## src/pkg/cvh_map.vh

```
// Register selection codes, field positions and reset values of the codec port.
`ifndef CVH_MAP_VH
`define CVH_MAP_VH
// Select codes {addr1, addr0}.
`define CVH_SEL_A      2'h0
`define CVH_SEL_B      2'h1
`define CVH_SEL_DATA   2'h2
// Instruction word A fields.
`define CVH_A_IDLE     0
`define CVH_A_LOOP     1
// Instruction word B fields.
`define CVH_B_OUTA     4
`define CVH_B_OUTB     5
`define CVH_B_PSAVE    6
`define CVH_B_SENS     7
// Flag word fields.
`define CVH_F_ENCRDY   0
`define CVH_F_DECRDY   1
`define CVH_F_PGRDY    2
`define CVH_F_ENCOVR   3
`define CVH_F_DECOVR   4
`define CVH_F_PGOVR    5
// Reset values.
`define CVH_WORD_RST   8'h00
`define CVH_IDLE_PAT   8'hAA
// Page length step in bytes.
`define CVH_PAGE_STEP  9'h020
`endif

```

## src/design/cvh_buf2.v

```verilog
// Two-entry valid/ready buffer for one data byte stream.
`timescale 1ns/1ns
`default_nettype none
module cvh_buf2
(
   input  wire       core_clk,  // System clock.
   input  wire       resetn,    // Asynchronous reset, active low.
   input  wire       flush,     // Empties both entries.
   input  wire       inValid,   // Source offers a byte.
   output wire       inReady,   // Buffer can take a byte.
   input  wire [7:0] inData,    // Byte offered.
   output wire       outValid,  // Buffer holds a byte.
   input  wire       outReady,  // Sink takes the head byte.
   output wire [7:0] outData    // Head byte, from a flip-flop.
);
   reg [7:0] ent0_reg;          // Head entry.
   reg [7:0] ent1_reg;          // Second entry.
   reg [1:0] cnt_reg;           // Number of entries held.
   wire      push;              // Write accepted.
   wire      pop;               // Read accepted.

   assign inReady  = (cnt_reg != 2'h2);
   assign outValid = (cnt_reg != 2'h0);
   assign outData  = ent0_reg;
   assign push     = inValid & inReady;
   assign pop      = outValid & outReady;

   // Storage moves the second entry forward on a pop, so the head stays
   // registered and no read mux sits in the output path.
   always @(posedge core_clk or negedge resetn)
   begin
      if (!resetn)
      begin
         ent0_reg <= 8'h00;
         ent1_reg <= 8'h00;
         cnt_reg  <= 2'h0;
      end
      else if (flush)
      begin
         cnt_reg <= 2'h0;
      end
      else
      begin
         if (pop)
         begin
            // Shift forward, or load directly when only one was held.
            if (cnt_reg == 2'h2)
               ent0_reg <= ent1_reg;
            else if (push)
               ent0_reg <= inData;
            if (push && cnt_reg == 2'h2)
               ent1_reg <= inData;
            else if (push)
               ent1_reg <= inData;
         end
         else if (push)
         begin
            // Fill the first free slot.
            if (cnt_reg == 2'h0)
               ent0_reg <= inData;
            else
               ent1_reg <= inData;
         end
         cnt_reg <= cnt_reg + {1'b0, push} - {1'b0, pop};
      end
   end
endmodule
`default_nettype wire

```

## src/design/cvh_host_port.v

```verilog
// Host port registers, status flags and interrupt logic of the voice codec.
//
// Functional notes
// - Word B bit4 set routes input A directly.
// - Word B bit5 set routes decoder to B.
// - Word B bit6 set enters power-save mode.
// - Word B bit7 selects high power sensitivity.
// - Encode-ready sets on last bit, requests interrupt.
// - Encode-ready clears on read or overspill.
// - Decode-ready sets when decode register loads.
// - Decode-ready clears on write or overspill.
// - Page-ready sets at page completion after levels.
// - Page-ready clears on level read or overspill.
// - Encode overspill on missed read; freezes buffer.
// - Encode overspill clears by read, or write if both overspilled.
// - Decode overspill blocks loads; idle unless loopback.
// - Decode overspill clears by write, or read if both overspilled.
// - Page overspill on missed read; clear by level read or word B write.
// - Level word: A/B low nibble, C high.
// - Interrupt on any of three ready flags.
// - Unserviced condition becomes overspill, inhibits requests; a page completion in page overspill still sets page-ready for one cycle.
// - Level word refreshes every page regardless.
// - Double overspill access resets both buffer paths.
// - Address lines and direction select the register.
// - Word A bit1 loops encoder into decoder.
// - Request output active low, open drain.
`timescale 1ns/1ns
`default_nettype none
`include "cvh_map.vh"
module cvh_host_port
(
   input  wire       core_clk,    // System clock, 125 MHz.
   input  wire       resetn,      // Asynchronous reset, active low.
   input  wire       csN,         // Chip select pin, active low.
   input  wire       addr0,       // Address line 0 pin.
   input  wire       addr1,       // Address line 1 pin.
   input  wire       readNotWrite,// Direction pin, high reads.
   input  wire [7:0] dataIn,      // Data port input side.
   output reg  [7:0] dataOut,     // Data port output side.
   output wire       dataOe,      // Data port drive enable.
   input  wire       encByteDone, // Encoder finished last bit of a byte.
   input  wire [7:0] encByte,     // Byte from the encode register.
   input  wire       decByteDone, // Decoder shifted out a byte's last bit.
   output reg  [7:0] decByte,     // Byte loaded into the decode register.
   output reg        decLoad,     // Decode register load strobe.
   input  wire       pageByte,    // Page counter counted one byte.
   input  wire [3:0] levelAB,     // Average level of input A/B.
   input  wire [3:0] levelC,      // Average level of input C.
   output wire       outADirect,  // Output A from input A directly.
   output wire       outBDecoder, // Output B from the decoder.
   output wire       powerSave,   // Analogue elements disabled.
   output wire       highSense,   // High-sensitivity power range.
   output wire       encIdle,     // Encoder forced to idle pattern.
   output wire       loopBack,    // Encoder output feeds decoder.
   output wire       irqNOut,     // Request pin level, always low.
   output wire       irqNOe       // Request pin drive enable.
);
   // Two-stage synchronisers for every pin input.
   reg  [11:0] pinS1_reg;         // First stage, read only by stage two.
   reg  [11:0] pinS2_reg;         // Second stage, read by logic.
   reg         csPrev_reg;        // Delayed select for edge detection.
   reg  [7:0]  wordA_reg;         // Instruction word A.
   reg  [7:0]  wordB_reg;         // Instruction word B.
   reg  [7:0]  level_reg;         // Level word.
   reg  [5:0]  flag_reg;          // Ready and overspill flags.
   reg  [8:0]  pageCnt_reg;       // Bytes counted in current page.
   wire        csS;               // Synchronised select, active high.
   wire [1:0]  sel;               // Synchronised address.
   wire        rdS;               // Synchronised direction.
   wire [7:0]  dinS;              // Synchronised data.
   wire        accStart;          // First cycle of an access.
   wire        wrA;               // Write instruction word A.
   wire        wrB;               // Write instruction word B.
   wire        wrDec;             // Write decode buffer.
   wire        rdFlag;            // Read flag word.
   wire        rdLevel;           // Read level word.
   wire        rdEnc;             // Read encode buffer.
   wire        bothOvr;           // Both data paths overspilled.
   wire        pathReset;         // Clear both buffer paths.
   wire        pageDone;          // Last byte of page counted.
   wire [8:0]  pageLen;           // Page length in bytes.
   wire        encInReady;        // Encode buffer has room.
   wire        encValid;          // Encode buffer holds a byte.
   wire [7:0]  encHead;           // Encode buffer head byte.
   wire        encArrive;         // Encoded byte offered, path not frozen.
   wire        encMiss;           // Byte arrives while the last is unread.
   wire        encPush;           // Move encoded byte into the buffer.
   wire        decValid;          // Decode buffer holds a byte.
   wire [7:0]  decHead;           // Decode buffer head byte.
   wire        decPop;            // Decode register takes a byte.
   wire        decRefill;         // Decode register reloads.

   // Pins cross into the clock domain through two flip-flops.
   always @(posedge core_clk or negedge resetn)
   begin
      if (!resetn)
      begin
         pinS1_reg  <= 12'h000;
         pinS2_reg  <= 12'h000;
         csPrev_reg <= 1'b0;
      end
      else
      begin
         pinS1_reg  <= {~csN, addr1, addr0, readNotWrite, dataIn};
         pinS2_reg  <= pinS1_reg;
         csPrev_reg <= pinS2_reg[11];
      end
   end

   assign csS  = pinS2_reg[11];
   assign sel  = pinS2_reg[10:9];
   assign rdS  = pinS2_reg[8];
   assign dinS = pinS2_reg[7:0];
   // One access acts once, on the rising select; a long select is harmless.
   assign accStart = csS & ~csPrev_reg;

   assign wrA     = accStart & ~rdS & (sel == `CVH_SEL_A);
   assign wrB     = accStart & ~rdS & (sel == `CVH_SEL_B);
   assign wrDec   = accStart & ~rdS & (sel == `CVH_SEL_DATA);
   assign rdFlag  = accStart &  rdS & (sel == `CVH_SEL_A);
   assign rdLevel = accStart &  rdS & (sel == `CVH_SEL_B);
   assign rdEnc   = accStart &  rdS & (sel == `CVH_SEL_DATA);
   // Driving only while a read is selected keeps the shared bus free.
   assign dataOe  = csS & rdS & (sel != 2'h3);

   // Instruction words hold their value until rewritten.
   always @(posedge core_clk or negedge resetn)
   begin
      if (!resetn)
      begin
         wordA_reg <= `CVH_WORD_RST;
         wordB_reg <= `CVH_WORD_RST;
      end
      else
      begin
         if (wrA)
            wordA_reg <= dinS;
         if (wrB)
            wordB_reg <= dinS;
      end
   end

   assign outADirect  = wordB_reg[`CVH_B_OUTA];
   assign outBDecoder = wordB_reg[`CVH_B_OUTB];
   assign powerSave   = wordB_reg[`CVH_B_PSAVE];
   assign highSense   = wordB_reg[`CVH_B_SENS];
   assign encIdle     = wordA_reg[`CVH_A_IDLE];
   assign loopBack    = wordA_reg[`CVH_A_LOOP];

   assign pageLen  = {4'h0, wordB_reg[2:0], 2'h0} * 9'h008 + `CVH_PAGE_STEP;
   assign pageDone = pageByte & (pageCnt_reg + 9'h001 >= pageLen);

   // Page counter wraps at the programmed length.
   always @(posedge core_clk or negedge resetn)
   begin
      if (!resetn)
         pageCnt_reg <= 9'h000;
      else if (pageDone)
         pageCnt_reg <= 9'h000;
      else if (pageByte)
         pageCnt_reg <= pageCnt_reg + 9'h001;
   end

   always @(posedge core_clk or negedge resetn)
   begin
      if (!resetn)
         level_reg <= `CVH_WORD_RST;
      else if (pageDone)
         level_reg <= {levelC, levelAB};
   end

   assign bothOvr   = flag_reg[`CVH_F_ENCOVR] & flag_reg[`CVH_F_DECOVR];
   assign pathReset = bothOvr & (wrDec | rdEnc);

   // buffer frozen while overspilled
   // The byte that causes the overspill is dropped as well, so the buffer
   // keeps exactly what it held when the ready flag was raised.
   assign encArrive = encByteDone & ~flag_reg[`CVH_F_ENCOVR];
   assign encMiss   = encArrive & flag_reg[`CVH_F_ENCRDY] & ~rdEnc;
   assign encPush   = encArrive & ~encMiss & encInReady;

   // Encode buffer: the encoder fills it, host reads drain it.
   cvh_buf2 uEncBuf
   (
      .core_clk (core_clk),
      .resetn   (resetn),
      .flush    (pathReset),
      .inValid  (encPush),
      .inReady  (encInReady),
      .inData   (encByte),
      .outValid (encValid),
      .outReady (rdEnc),
      .outData  (encHead)
   );

   assign decRefill = decByteDone;
   assign decPop    = decRefill & ~flag_reg[`CVH_F_DECOVR] & decValid;

   // Decode buffer: host writes fill it, the decode register drains it.
   cvh_buf2 uDecBuf
   (
      .core_clk (core_clk),
      .resetn   (resetn),
      .flush    (pathReset),
      .inValid  (wrDec),
      .inReady  (),
      .inData   (dinS),
      .outValid (decValid),
      .outReady (decPop),
      .outData  (decHead)
   );

   // Decode register feed: buffer byte, or idle pattern when overspilled
   // without loopback; with loopback the encoder feeds the register.
   always @(posedge core_clk or negedge resetn)
   begin
      if (!resetn)
      begin
         decByte <= `CVH_IDLE_PAT;
         decLoad <= 1'b0;
      end
      else
      begin
         decLoad <= decRefill;
         if (decPop)
            decByte <= decHead;
         else if (decRefill && !loopBack)
            decByte <= `CVH_IDLE_PAT;
         else if (decRefill)
            decByte <= encByte;
      end
   end

   // Flags: a hardware set in the same cycle as a clear wins.
   // missed service becomes overspill
   always @(posedge core_clk or negedge resetn)
   begin
      if (!resetn)
         flag_reg <= 6'h00;
      else
      begin
         if (rdEnc || flag_reg[`CVH_F_ENCOVR] || pathReset)
            flag_reg[`CVH_F_ENCRDY] <= 1'b0;
         if (encPush)
            flag_reg[`CVH_F_ENCRDY] <= 1'b1;
         // encode overspill clear
         // The ready flag is already down once overspilled, so any read
         // of the encode buffer is the service that ends it.
         if (rdEnc || pathReset)
            flag_reg[`CVH_F_ENCOVR] <= 1'b0;
         if (encMiss)
         begin
            flag_reg[`CVH_F_ENCOVR] <= 1'b1;
            flag_reg[`CVH_F_ENCRDY] <= 1'b0;
         end
         if (wrDec || flag_reg[`CVH_F_DECOVR] || pathReset)
            flag_reg[`CVH_F_DECRDY] <= 1'b0;
         if (decPop)
            flag_reg[`CVH_F_DECRDY] <= 1'b1;
         // decode overspill clear
         // Likewise any write of the decode buffer ends the overspill.
         if (wrDec || pathReset)
            flag_reg[`CVH_F_DECOVR] <= 1'b0;
         if (decRefill && !decValid && !flag_reg[`CVH_F_DECOVR])
         begin
            flag_reg[`CVH_F_DECOVR] <= 1'b1;
            flag_reg[`CVH_F_DECRDY] <= 1'b0;
         end
         if (rdLevel || flag_reg[`CVH_F_PGOVR])
            flag_reg[`CVH_F_PGRDY] <= 1'b0;
         if (rdLevel || wrB)
            flag_reg[`CVH_F_PGOVR] <= 1'b0;
         if (pageDone && !(flag_reg[`CVH_F_PGRDY] && !rdLevel))
            flag_reg[`CVH_F_PGRDY] <= 1'b1;
         if (pageDone && flag_reg[`CVH_F_PGRDY] && !rdLevel)
         begin
            flag_reg[`CVH_F_PGOVR] <= 1'b1;
            flag_reg[`CVH_F_PGRDY] <= 1'b0;
         end
      end
   end

   // Read data registered from the synchronised selection.
   always @(posedge core_clk or negedge resetn)
   begin
      if (!resetn)
         dataOut <= 8'h00;
      else if (sel == `CVH_SEL_A)
         dataOut <= {2'h0, flag_reg};
      else if (sel == `CVH_SEL_B)
         dataOut <= level_reg;
      else if (sel == `CVH_SEL_DATA)
         dataOut <= encHead;
      else
         dataOut <= 8'h00;
   end

   assign irqNOut = 1'b0;
   assign irqNOe  = flag_reg[`CVH_F_ENCRDY] | flag_reg[`CVH_F_DECRDY]
                  | flag_reg[`CVH_F_PGRDY];
endmodule
`default_nettype wire

```

## config.mk

```make
export PLATFORM = sky130hd
export DESIGN_NAME = cvh_host_port
export DESIGN_NICKNAME = d
export VERILOG_FILES = /design/src/design/cvh_buf2.v /design/src/design/cvh_host_port.v
export VERILOG_INCLUDE_DIRS = /design/src /design/src/pkg
export SDC_FILE = /design/constraint.sdc
export NUM_CORES = 1
export LEC_CHECK = 0
export ABC_AREA = 1
export BUFFER_PORTS_ARGS = -buffer_cell sky130_fd_sc_hd__buf_2
export CORE_ASPECT_RATIO = 0.6
export CORE_UTILIZATION = 36
export DETAILED_ROUTE_END_ITERATION = 7
export SLEW_MARGIN = 20
export SYNTH_ARGS = -nofsm -noshare
export SYNTH_HDL_FRONTEND = slang
export SYNTH_SLANG_ARGS = --single-unit
```

## constraint.sdc

```tcl
create_clock -name core_clk -period 2.7 [get_ports core_clk]
set_clock_uncertainty 0.05 [all_clocks]
set_input_delay 0.81 -clock core_clk [delete_from_list [all_inputs] [get_ports core_clk]]
set_output_delay 0.81 -clock core_clk [all_outputs]
set_load 0.02 [all_outputs]
```

# Yosys cells after proc, flatten, opt, wreduce, memory -nomap -nowiden
# Cells that the tools add are included.
dict set report op_classes {
  n_addsub 6
  n_lt_le_gt_ge 1
  n_eq_ne 9
  muxes 43
  bitwise 35
  n_reduce_logical 47
}
# op count
set op_table {}
lappend op_table {{8-bit 2-to-1 mux} 24}
lappend op_table {{2-bit nonzero test} 14}
lappend op_table {{1-bit bitwise AND} 24}
lappend op_table {{9-bit 2-to-1 mux} 2}
lappend op_table {{4-bit AND reduction} 4}
lappend op_table {{1-bit 2-to-1 mux} 15}
lappend op_table {{3-bit nonzero test} 4}
lappend op_table {{8-bit by 6-bit adder with 9-bit output, second input constant} 1}
lappend op_table {{9-bit by 1-bit adder with 9-bit output, second input constant} 1}
lappend op_table {{9-bit >= comparator} 1}
lappend op_table {{1-bit logical AND} 9}
lappend op_table {{1-bit logical OR} 8}
lappend op_table {{1-bit inverter} 8}
lappend op_table {{2-bit == test, second input constant} 3}
lappend op_table {{2-bit zero test} 3}
lappend op_table {{2-bit inequality test, second input constant} 3}
lappend op_table {{1-bit zero test} 5}
lappend op_table {{2-bit by 1-bit adder with 2-bit output} 2}
lappend op_table {{2-bit 2-to-1 mux} 2}
lappend op_table {{2-bit by 1-bit inequality test with 1-bit output, second input constant} 2}
lappend op_table {{2-bit by 1-bit subtractor with 2-bit output} 2}
lappend op_table {{1-bit bitwise OR} 3}
lappend op_table {{2-bit by 1-bit == test with 1-bit output, second input constant} 1}
dict set report totals {
  register_bits 111
  inputBits 33
}

# Longest topological paths before layout
# Gate-level depths: netlist of the first run.
dict set report depth {
  depth_word 13
  depth_mapped 16
}

# Cells and area by module
# From an unflattened synthesis of the first run, not the netlist that was laid out.
dict set report hier_totals {
  cells_unflattened 552
  area_unflattened_um2 4917.2
}
# mod n_inst cells_each area_each_um2 seq_area_each_um2
set by_module_without_submodules {}
lappend by_module_without_submodules {cvh_host_port 1 300 3017.9 1856.8}
lappend by_module_without_submodules {cvh_buf2 2 126 949.7 450.4}

# Worst setup path before layout of the first run
# OpenSTA, ideal clock, no wires.
dict set report synth_timing {
  path_kind {register to register}
  startpoint {reg pageCnt_reg[0]}
  endpoint {reg flag_reg[2]}
  arrival_time_ns 2.098
  required_ns 2.537
  path_slack_ns 0.439
  path_stages_with_launch 13
  path_buffers 0
  cell_sequence {dfrtp_1 > ha_1 > nand4_1 > nor2_1 > nand3_1 > xor2_1 > ha_1 > a21oi_1 > nand2_1 > nand2_1 > nand2_1 > nand2_1 > inv_1}
}
dict set report synth_via {
  elab_chain_len 6
  word_cells_on_any_way 9
}
# item line_no
set synth_rtl {}
lappend synth_rtl {{from (decl)} cvh_host_port.v:66} ;# reg [8:0] pageCnt_reg;
lappend synth_rtl {{from (signal assigned)} cvh_host_port.v:161} ;# pageCnt_reg <= pageCnt_reg + 9'h001;
lappend synth_rtl {{9-bit by 1-bit adder with 9-bit output (*)} cvh_host_port.v:151} ;# assign pageDone = pageByte & (pageCnt_reg + 9'h001 >= pageLen);
lappend synth_rtl {{9-bit >= comparator (*)} cvh_host_port.v:151}
lappend synth_rtl {{1-bit bitwise AND (*)} cvh_host_port.v:151}
lappend synth_rtl {{1-bit logical AND (on tied branches)} {cvh_host_port.v:273, cvh_host_port.v:275}}
lappend synth_rtl {{1-bit 2-to-1 mux or 1-bit logical AND (tied branches)} {cvh_host_port.v:273, cvh_host_port.v:275}}
lappend synth_rtl {{1-bit 2-to-1 mux or 3-bit nonzero test (tied branches)} n/a}
lappend synth_rtl {{to (signal, indexed assignment)} cvh_host_port.v:272} ;# flag_reg[`CVH_F_PGOVR] <= 1'b0;
lappend synth_rtl {{to (signal, indexed assignment)} cvh_host_port.v:274} ;# flag_reg[`CVH_F_PGRDY] <= 1'b1;
lappend synth_rtl {{to (signal, indexed assignment)} cvh_host_port.v:277} ;# flag_reg[`CVH_F_PGOVR] <= 1'b1;
lappend synth_rtl {{to (decl)} cvh_host_port.v:65} ;# reg [5:0] flag_reg;
# Every way passes the cells marked *; elsewhere a longest branch is shown, timed or not.
# A chain may end at the register's enable or synchronous reset.

# Worst setup path in the final report of the first run
dict set report layout_timing {
  startpoint {reg pageCnt_reg[1]}
  endpoint {reg flag_reg[2]}
}
# Same word-level chain as after synthesis.

==> results of run 1 <==
[Yosys cell counts]
| cell type | n |
|---|---|
| nor2_2 | 5 |
| a22o_1 | 2 |
| o21ai_1 | 4 |
| nor2_1 | 19 |
| a21oi_1 | 14 |
| nand2_1 | 134 |
| nor2_4 | 5 |
| nand4_4 | 1 |
| o41ai_1 | 2 |
| nor3_1 | 8 |
| xnor2_1 | 5 |
| buf_6 | 5 |
| conb_1 | 1 |
| inv_1 | 52 |
| nand3_4 | 2 |
| o21ai_0 | 34 |
| buf_2 | 1 |
| nor2_8 | 1 |
| nand3_1 | 18 |
| o31ai_1 | 1 |
| clkbuf_1 | 4 |
| nand4_1 | 2 |
| dfrtp_1 | 106 |
| o22ai_1 | 5 |
| ha_1 | 11 |
| o21a_1 | 12 |
| a21oi_2 | 3 |
| xor2_1 | 4 |
| nand2_4 | 3 |
| dfstp_2 | 4 |
| o21ai_2 | 14 |
| nand2_2 | 3 |
| a31oi_1 | 1 |
| inv_2 | 6 |
| buf_4 | 2 |
| o21ai_4 | 1 |
| a32o_1 | 1 |
[worst max-delay path, cell delays in order, from the launching register on]
cell and delay, ps:
dfrtp_1 380, ha_2 220, nand4_1 120, nor2_1 170, nand3_1 110, xor2_1 240
ha_1 300, a21oi_2 260, nand2_1 130, nand2_2 170, nand2_1 70, nand2_1 60
inv_1 30
[cell families after synthesis]
family                   synth area share
AND/OR/NAND/NOR                    0.1934
flip-flops                         0.5714
AO/OA/AOI/OAI                      0.1255
buffers and inverters             0.06404
adder cells (fa/ha/maj)           0.02852
XOR/XNOR                          0.01633
other                           0.0007771
[metal layers]
layer  vias up  routed length (µm)  track usage
met1      1605                5166       0.2409
met5         -                   0            0
li1       1713                   -            -
met2        52                4163       0.2260
met3        11                 361      0.03532
met4         0                  89      0.04750
[worst max-delay path by stage]
| stage | to | slack, ps | depth (start not counted) |
|---|---|---|---|
| detailed placement | flag_reg[2] | 140 | 12 |
| finish | flag_reg[2] | 270 | 12 |
| floorplan | flag_reg[2] | 440 | 12 |
| CTS | flag_reg[2] | 60 | 12 |
| global route | level_reg[3] | -10 | 15 |
| global placement | flag_reg[2] | 210 | 12 |
[area by class of cell]
| cell class | instances | area [µm²] | area share |
|---|---|---|---|
| flip-flops and latches | 110 | 2758 | 0.4943 |
| multi-input cells | 316 | 1780 | 0.3191 |
| repair buffers | 61 | 330.3 | 0.05921 |
| clock buffers | 9 | 225.2 | 0.04037 |
| inverters | 58 | 217.7 | 0.03902 |
| well taps | 170 | 212.7 | 0.03813 |
| clock inverters | 7 | 55.05 | 0.009868 |
[per-stage QoR]
stage          TNS (ps)  setup WS [ps]  hold slack, ps
2_1_floorplan         0          439.1           281.2
3_3_place_gp          0          206.3           281.1
3_5_place_dp          0          143.0           285.5
4_1_cts               0          62.88           260.3
5_1_grt          -10.81         -10.81           261.1
6_report              0          269.5           260.6
[where the power goes]
part / internal [mW] / switching, mW / total [mW]
Sequential: 2.14 / 0.328 / 2.47
Combinational: 0.579 / 0.915 / 1.49
Clock: 0.640 / 0.628 / 1.27
Total: 3.36 / 1.87 / 5.23
[repair_timing]
item	in CTS	in global routing
setup endpoints to repair	0	18
buffers inserted	0	2
resized for setup	0	5
==> flow_metrics.env, run 1 <==
export IMPL_io_buffers=57
export IMPL_grt_start_max_net_pins=95
export IMPL_p_leak_nw=2.783
export IMPL_drc=0
export IMPL_yosysUniqueCellTypes=37
export IMPL_syn_area_um2=4826
export IMPL_fp_dieArea_um2=13890
export IMPL_rows=32
export IMPL_cts_buffer_depth=2
export IMPL_ys_ff_latch=110
export IMPL_detail_route_antenna_nets=0
export IMPL_worst_pin_slew_ps=500.8
export IMPL_n_antenna_cell=0
export IMPL_dp_cells=713
export IMPL_final_common_cell="nand2_1"
export IMPL_antenna_found_initial=0
export IMPL_final_area_um2=5579
export IMPL_critPathKind="reg -> reg"
export IMPL_io_pins=59
export IMPL_final_cell_mix="133 x nand2_1, 106 x dfrtp_1, 56 x buf_2, 52 x inv_1, 34 x o21ai_0"
export IMPL_total_power_mw=5.227
export IMPL_yosysWarnings=0
export IMPL_powerDensity_nw_per_um2=936.8
export IMPL_cap_violations=0
export IMPL_drtIter0Drc=231
export IMPL_finalNonFillerCells=731
export IMPL_htreeDepth=3
export IMPL_rr_endpoint="flag_reg[2]"
export IMPL_cp_required_ps=2900
export IMPL_synth_nets=540
export IMPL_cts_buffers=9
export IMPL_grt_overflow_total=0
export IMPL_dieWidth_um=151.5
export IMPL_endpoint_kind="flip-flop"
export IMPL_final_max_slew_viol_count=0
export IMPL_die_h_um=91.69
export IMPL_vias=3381
export IMPL_yosysSeqAreaShare=0.5714
export IMPL_grt_pass1_vias=3345
export IMPL_startpoint="pageCnt_reg[1]"
export IMPL_hpwlAfterDp_mm=7.111
export IMPL_max_freq_mhz=411.4
export IMPL_cts_tree="built"
export IMPL_syn_inst=496
export IMPL_slew_headroom=0.6661
export IMPL_hold_class="in -> async"
export IMPL_finalWirelength_mm=9.780
export IMPL_track_usage=0.1596
export IMPL_clk_pin_slew_ps=70
export IMPL_worstSkewPairLatency_ps=350
export IMPL_avgViaCountPerCell=4.625
export IMPL_final_period_utilization=0.9002
export IMPL_yosysTopAreaCellShare=0.5496
export IMPL_nets=600
export IMPL_outcome="completed"
export IMPL_cts_hold_buf=0
export IMPL_cts_sinks=110
export IMPL_grt_pass1_wl_mm=17.05
export IMPL_r2r_slack_ps=270
export IMPL_r2r_start="pageCnt_reg[1]"
export IMPL_critPathMaxFanout=9
export IMPL_initial_core_util=0.3720
export IMPL_drive_gt1_frac=0.2299
export IMPL_arrival_ps=2630
export IMPL_coreArea_um2=12970
export IMPL_syn2layout_area_growth_pct=15.61
export IMPL_yosysTopAreaCell="dfrtp_1"
export IMPL_synth_area_per_cell_um2=9.730
export IMPL_avgRoutedWirePerCell_um=13.38
export IMPL_root_buffer="clkbuf_16"
export IMPL_hold_viol=0
export IMPL_fin_crit_ps=2431
export IMPL_start_kind="flip-flop"
export IMPL_drt_first_pass_iters=4
export IMPL_r2r_cells=12
export IMPL_routabilityCongestion=0.7928
export IMPL_fillers=1310
export IMPL_place_area_um2=5263
export IMPL_post_route_util=0.4301
export IMPL_vdd_drop_max_uv=405.8
export IMPL_finalSetupViolCount=0
export IMPL_synthTopCellsByArea="dfrtp_1 55%, nand2_1 10%, inv_1 4.0%, o21ai_0 3.5%, ha_1 2.9%"
No activity file was read; power rests on OpenSTA's default activity.
==> inputs of run 2 (changes only) <==
- CORE_MARGIN: default -> 2
- PLACE_DENSITY: default -> 0.64
==> flow_metrics.env, run 2 (same netlist as run 1, synthesis figures left out) <==
export IMPL_grt_overflow_total=0
export IMPL_drt_first_pass_iters=4
export IMPL_total_power_mw=5.230
export IMPL_fin_crit_ps=2434
export IMPL_critPathKind="reg -> reg"
export IMPL_avgViaCountPerCell=4.681
export IMPL_fillers=1302
export IMPL_finalWirelength_mm=9.673
export IMPL_cp_required_ps=2880
export IMPL_root_buffer="clkbuf_16"
export IMPL_io_pins=59
export IMPL_final_common_cell="nand2_1"
export IMPL_antenna_found_initial=0
export IMPL_start_kind="flip-flop"
export IMPL_grt_pass1_vias=3375
export IMPL_detail_route_antenna_nets=0
export IMPL_r2r_cells=15
export IMPL_hold_start="pinS1_reg[2]"
export IMPL_cts_hold_buf=0
export IMPL_vias=3422
export IMPL_place_ws_ps=98.30
export IMPL_rsz0062_at_grt="no"
export IMPL_cts_tree="built"
export IMPL_p_leak_nw=2.785
export IMPL_cts_buffer_depth=2
export IMPL_finalSetupViolCount=0
export IMPL_cts_buffers=9
export IMPL_grt_start_max_net_pins=69
export IMPL_coreArea_um2=12970
export IMPL_track_usage=0.1425
export IMPL_critPathMaxFanout=7
export IMPL_io_buffers=57
export IMPL_syn2layout_area_growth_pct=15.89
export IMPL_nets=600
export IMPL_dp_cells=714
export IMPL_routabilityCongestion=0.8380
export IMPL_avgRoutedWirePerCell_um=13.23
export IMPL_dieWidth_um=153.5
export IMPL_min_to="pinS2_reg[2]"
export IMPL_slew_headroom=0.6536
export IMPL_drc=0
export IMPL_finalNonFillerCells=731
export IMPL_n_antenna_cell=0
export IMPL_setup_ws_ps=265.8
export IMPL_max_freq_mhz=410.8
export IMPL_outcome="completed"
export IMPL_initial_core_util=0.3720
export IMPL_drive_gt1_frac=0.2353
export IMPL_min_path_cells=0
export IMPL_fp_dieArea_um2=14380
export IMPL_place_area_um2=5270
export IMPL_final_period_utilization=0.9015
export IMPL_worstSkewPairLatency_ps=350
export IMPL_drtIter0Drc=199
export IMPL_powerDensity_nw_per_um2=935.1
export IMPL_die_h_um=93.69
export IMPL_hpwlAfterDp_mm=7.201
export IMPL_htreeDepth=3
export IMPL_arrival_ps=2620
export IMPL_final_cell_mix="132 x nand2_1, 105 x dfrtp_1, 56 x buf_2, 52 x inv_1, 34 x o21ai_0"
export IMPL_grt_pass1_wl_mm=16.48
export IMPL_clk_pin_slew_ps=80
export IMPL_worst_pin_slew_ps=517.7
export IMPL_final_area_um2=5593
export IMPL_cts_sinks=110
export IMPL_rows=32
export IMPL_r2r_start="pageCnt_reg[0]"
export IMPL_cap_violations=0
export IMPL_r2r_slack_ps=270
export IMPL_setup_tns_ps=0
export IMPL_vdd_drop_max_uv=400.8
export IMPL_hold_viol=0
export IMPL_final_max_slew_viol_count=0
export IMPL_endpoint_kind="flip-flop"
export IMPL_hold_class="reg -> reg"
export IMPL_rr_endpoint="pageCnt_reg[1]"
run 2: worst max-delay path by stage:
stage	from	to	slack [ps]	cells after the start
after global placement	pageCnt_reg[0]	flag_reg[2]	250	12
after global routing	pageCnt_reg[0]	level_reg[2]	9	14
after detailed placement	pageCnt_reg[0]	level_reg[1]	100	15
after floorplan	pageCnt_reg[0]	flag_reg[2]	440	12
final	pageCnt_reg[0]	pageCnt_reg[1]	270	15
after CTS	pageCnt_reg[0]	level_reg[1]	90	15
run 2: stage by stage:
stage | utilization | hold WS [ps]
after CTS | 0.4280 | 302.6
after detailed placement | 0.4063 | 284.7
after global routing | 0.4311 | 308.4
after floorplan | - | 281.2
final | 0.4311 | 301.5
after global placement | 0.4063 | 281.7
run 2: layout make-up:
type | instances | area [µm²] | share of cell area
clock buffers | 9 | 225.2 | 0.04027
clock inverters | 7 | 57.56 | 0.01029
inverters | 58 | 217.7 | 0.03893
multi-input cells | 316 | 1790 | 0.3201
flip-flops and latches | 110 | 2759 | 0.4933
well taps | 170 | 212.7 | 0.03803
repair buffers | 61 | 330.3 | 0.05906
run 2: metal layers:
metal,vias up,track usage,part of all wire
met5,-,0,0
met2,77,0.2113,0.43
met3,9,0.04244,0.048
met4,0,0.03211,0.0075
li1,1719,-,-
met1,1617,0.2065,0.51
run 2: worst max-delay path, cell delays in order (launching register included):
cell and delay [ps]:
dfrtp_2 410, ha_2 220, nand4_1 150, nor2_2 160
xnor2_1 160, inv_1 70, ha_1 300, nand3_1 90
nor2_1 100, nand3_1 80, nand2_1 90, nand2_2 90
nand3_2 140, inv_1 90, nand2_1 70, nand2_1 60
run 2: repair_timing:
item,in CTS,in global routing
resized for setup,0,9
setup buffers,0,1
endpoints found under the setup margin,0,18
run 2: power breakdown:
part,switching (mW),internal (mW)
clock,0.617,0.637
combinational,0.935,0.578
sequential,0.324,2.14
==> inputs of run 3 (changes only) <==
- PLACE_DENSITY: 0.64 -> default
==> flow_metrics.env, run 3 (same netlist as run 1, synthesis figures left out) <==
export IMPL_outcome="completed"
export IMPL_finalSetupViolCount=0
export IMPL_switching_share=0.3631
export IMPL_busiest_layer="met1"
export IMPL_final_common_cell="nand2_1"
export IMPL_p_clk_frac=0.253
export IMPL_vdd_drop_max_uv=345.0
export IMPL_r2r_slack_ps=220
export IMPL_final_cell_mix="133 x nand2_1, 105 x dfrtp_1, 56 x buf_2, 52 x inv_1, 34 x o21ai_0"
export IMPL_routabilityCongestion=0.8249
export IMPL_grt_use_met1=0.2241
export IMPL_syn2layout_area_growth_pct=16.65
export IMPL_root_buffer="clkbuf_16"
export IMPL_avgViaCountPerCell=4.688
export IMPL_rows=32
export IMPL_p_leak_nw=2.802
export IMPL_use_met2=0.2061
export IMPL_hold_class="reg -> reg"
export IMPL_place_ws_ps=142.9
export IMPL_io_pins=59
export IMPL_rsz0062_at_grt="no"
export IMPL_endpoint_kind="flip-flop"
export IMPL_cts_tree="built"
export IMPL_detail_route_antenna_nets=0
export IMPL_coreArea_um2=12970
export IMPL_final_period_utilization=0.9175
export IMPL_worstSkewPairLatency_ps=350
export IMPL_critPathKind="reg -> reg"
export IMPL_worst_pin_slew_ps=539.9
export IMPL_final_max_slew_viol_count=0
export IMPL_drc=0
export IMPL_fp_dieArea_um2=14380
export IMPL_drive_gt1_frac=0.2335
export IMPL_powerDensity_nw_per_um2=945.7
export IMPL_setup_tns_ps=0
export IMPL_arrival_ps=2660
export IMPL_internal_power_mw=3.391
export IMPL_slew_headroom=0.6388
export IMPL_nets=600
export IMPL_pwr_share_comb=0.282
export IMPL_grt_pass1_vias=3299
export IMPL_setup_ws_ps=222.7
export IMPL_dieWidth_um=153.5
export IMPL_power_frac_seq=0.465
export IMPL_start_kind="flip-flop"
export IMPL_cts_buffers=9
export IMPL_critPathMaxFanout=9
export IMPL_fillers=1301
export IMPL_gr_usage_met3=0.04244
export IMPL_cts_buffer_depth=2
export IMPL_hold_viol=0
export IMPL_cap_violations=0
export IMPL_avgRoutedWirePerCell_um=13.71
export IMPL_cts_sinks=110
export IMPL_grt_pass1_wl_mm=16.76
export IMPL_clk_pin_slew_ps=80
export IMPL_p_sw_mw=1.933
export IMPL_fin_crit_ps=2477
export IMPL_max_freq_mhz=403.7
export IMPL_finalWirelength_mm=10.02
export IMPL_io_buffers=57
export IMPL_n_antenna_cell=0
export IMPL_cts_hold_buf=0
export IMPL_drtIter0Drc=209
export IMPL_antenna_found_initial=0
export IMPL_htreeDepth=3
export IMPL_hpwlAfterDp_mm=7.376
export IMPL_vias=3427
export IMPL_cp_required_ps=2890
export IMPL_initial_core_util=0.3720
export IMPL_drt_first_pass_iters=4
export IMPL_grt_overflow_total=0
export IMPL_grt_start_max_net_pins=45
export IMPL_track_usage=0.1480
export IMPL_die_h_um=93.69
[run 3: cell count changes in the layout (fill, tap and decap cells not counted), sizes merged]
cell      change
inv           +5
clkinv        -3
clkinvlp      -2
[run 3: final timing paths]
check / from / end / cells after the start
min in group asynchronous: resetn / uEncBuf.outData[0] / 1
hold reg to reg: pinS1_reg[8] / pinS2_reg[8] / 0
hold / removal: pinS1_reg[8] / pinS2_reg[8] / 0
setup / recovery: pageCnt_reg[1] / level_reg[0] / 15
setup reg to reg: pageCnt_reg[1] / level_reg[0] / 15
max in group asynchronous: resetn / wordA_reg[0] / 2
[run 3: area by class of cell]
| class | instances | area [µm²] | share of cell area |
|---|---|---|---|
| flip-flops and latches | 110 | 2759 | 0.4901 |
| inverters | 58 | 217.7 | 0.03868 |
| repair buffers | 61 | 342.8 | 0.06090 |
| multi-input cells | 316 | 1793 | 0.3185 |
| clock inverters | 7 | 78.83 | 0.01400 |
| clock buffers | 9 | 225.2 | 0.04001 |
| well taps | 170 | 212.7 | 0.03779 |
[run 3: through the flow]
| step | hold slack (ps) | total power, mW | instances | area (µm²) | util |
|---|---|---|---|---|---|
| 2_1_floorplan | 281.2 | 3.552 | 496 | 4826 | - |
| 3_3_place_gp | 281.8 | 3.931 | 714 | 5283 | 0.4072 |
| 3_5_place_dp | 284.7 | 3.992 | 714 | 5283 | 0.4072 |
| 4_1_cts | 301.7 | 5.363 | 730 | 5587 | 0.4307 |
| 5_1_grt | 302.4 | 5.695 | 731 | 5629 | 0.4339 |
| 6_report | 299.7 | 5.323 | 731 | 5629 | 0.4339 |
[run 3: what timing repair did]
item / CTS / global route
endpoints found under the setup margin: 0 / 18
gates resized for setup: 0 / 8
setup buffers: 0 / 1
[run 3: routing by layer]
| layer | part of all wire | vias up | wire length (µm) |
|---|---|---|---|
| li1 | - | 1719 | - |
| met1 | 0.53 | 1647 | 5356 |
| met2 | 0.42 | 59 | 4210 |
| met3 | 0.041 | 2 | 415 |
| met4 | 0.0038 | 0 | 38 |
| met5 | 0 | - | 0 |
[run 3: power groups by stage]
stage | Sequential, mW | Clock, mW | Combinational, mW
6_report | 2.48 | 1.34 | 1.50
3_5_place_dp | 2.50 | 0 | 1.49
3_3_place_gp | 2.48 | 0 | 1.45
5_1_grt | 2.54 | 1.45 | 1.71
2_1_floorplan | 2.52 | 0 | 1.03
4_1_cts | 2.47 | 1.39 | 1.50
[run 3: worst max-delay path: stages (launching register included)]
cell	delay [ps]
dfrtp_1	450
ha_4	180
nand4_1	150
nor2_2	160
xnor2_1	140
inv_1	60
ha_1	290
nand3_1	90
nor2_1	110
nand3_1	80
nand2_1	60
nand2_1	120
nand2_1	120
nand2_2	130
nand2_1	100
nand2_1	60
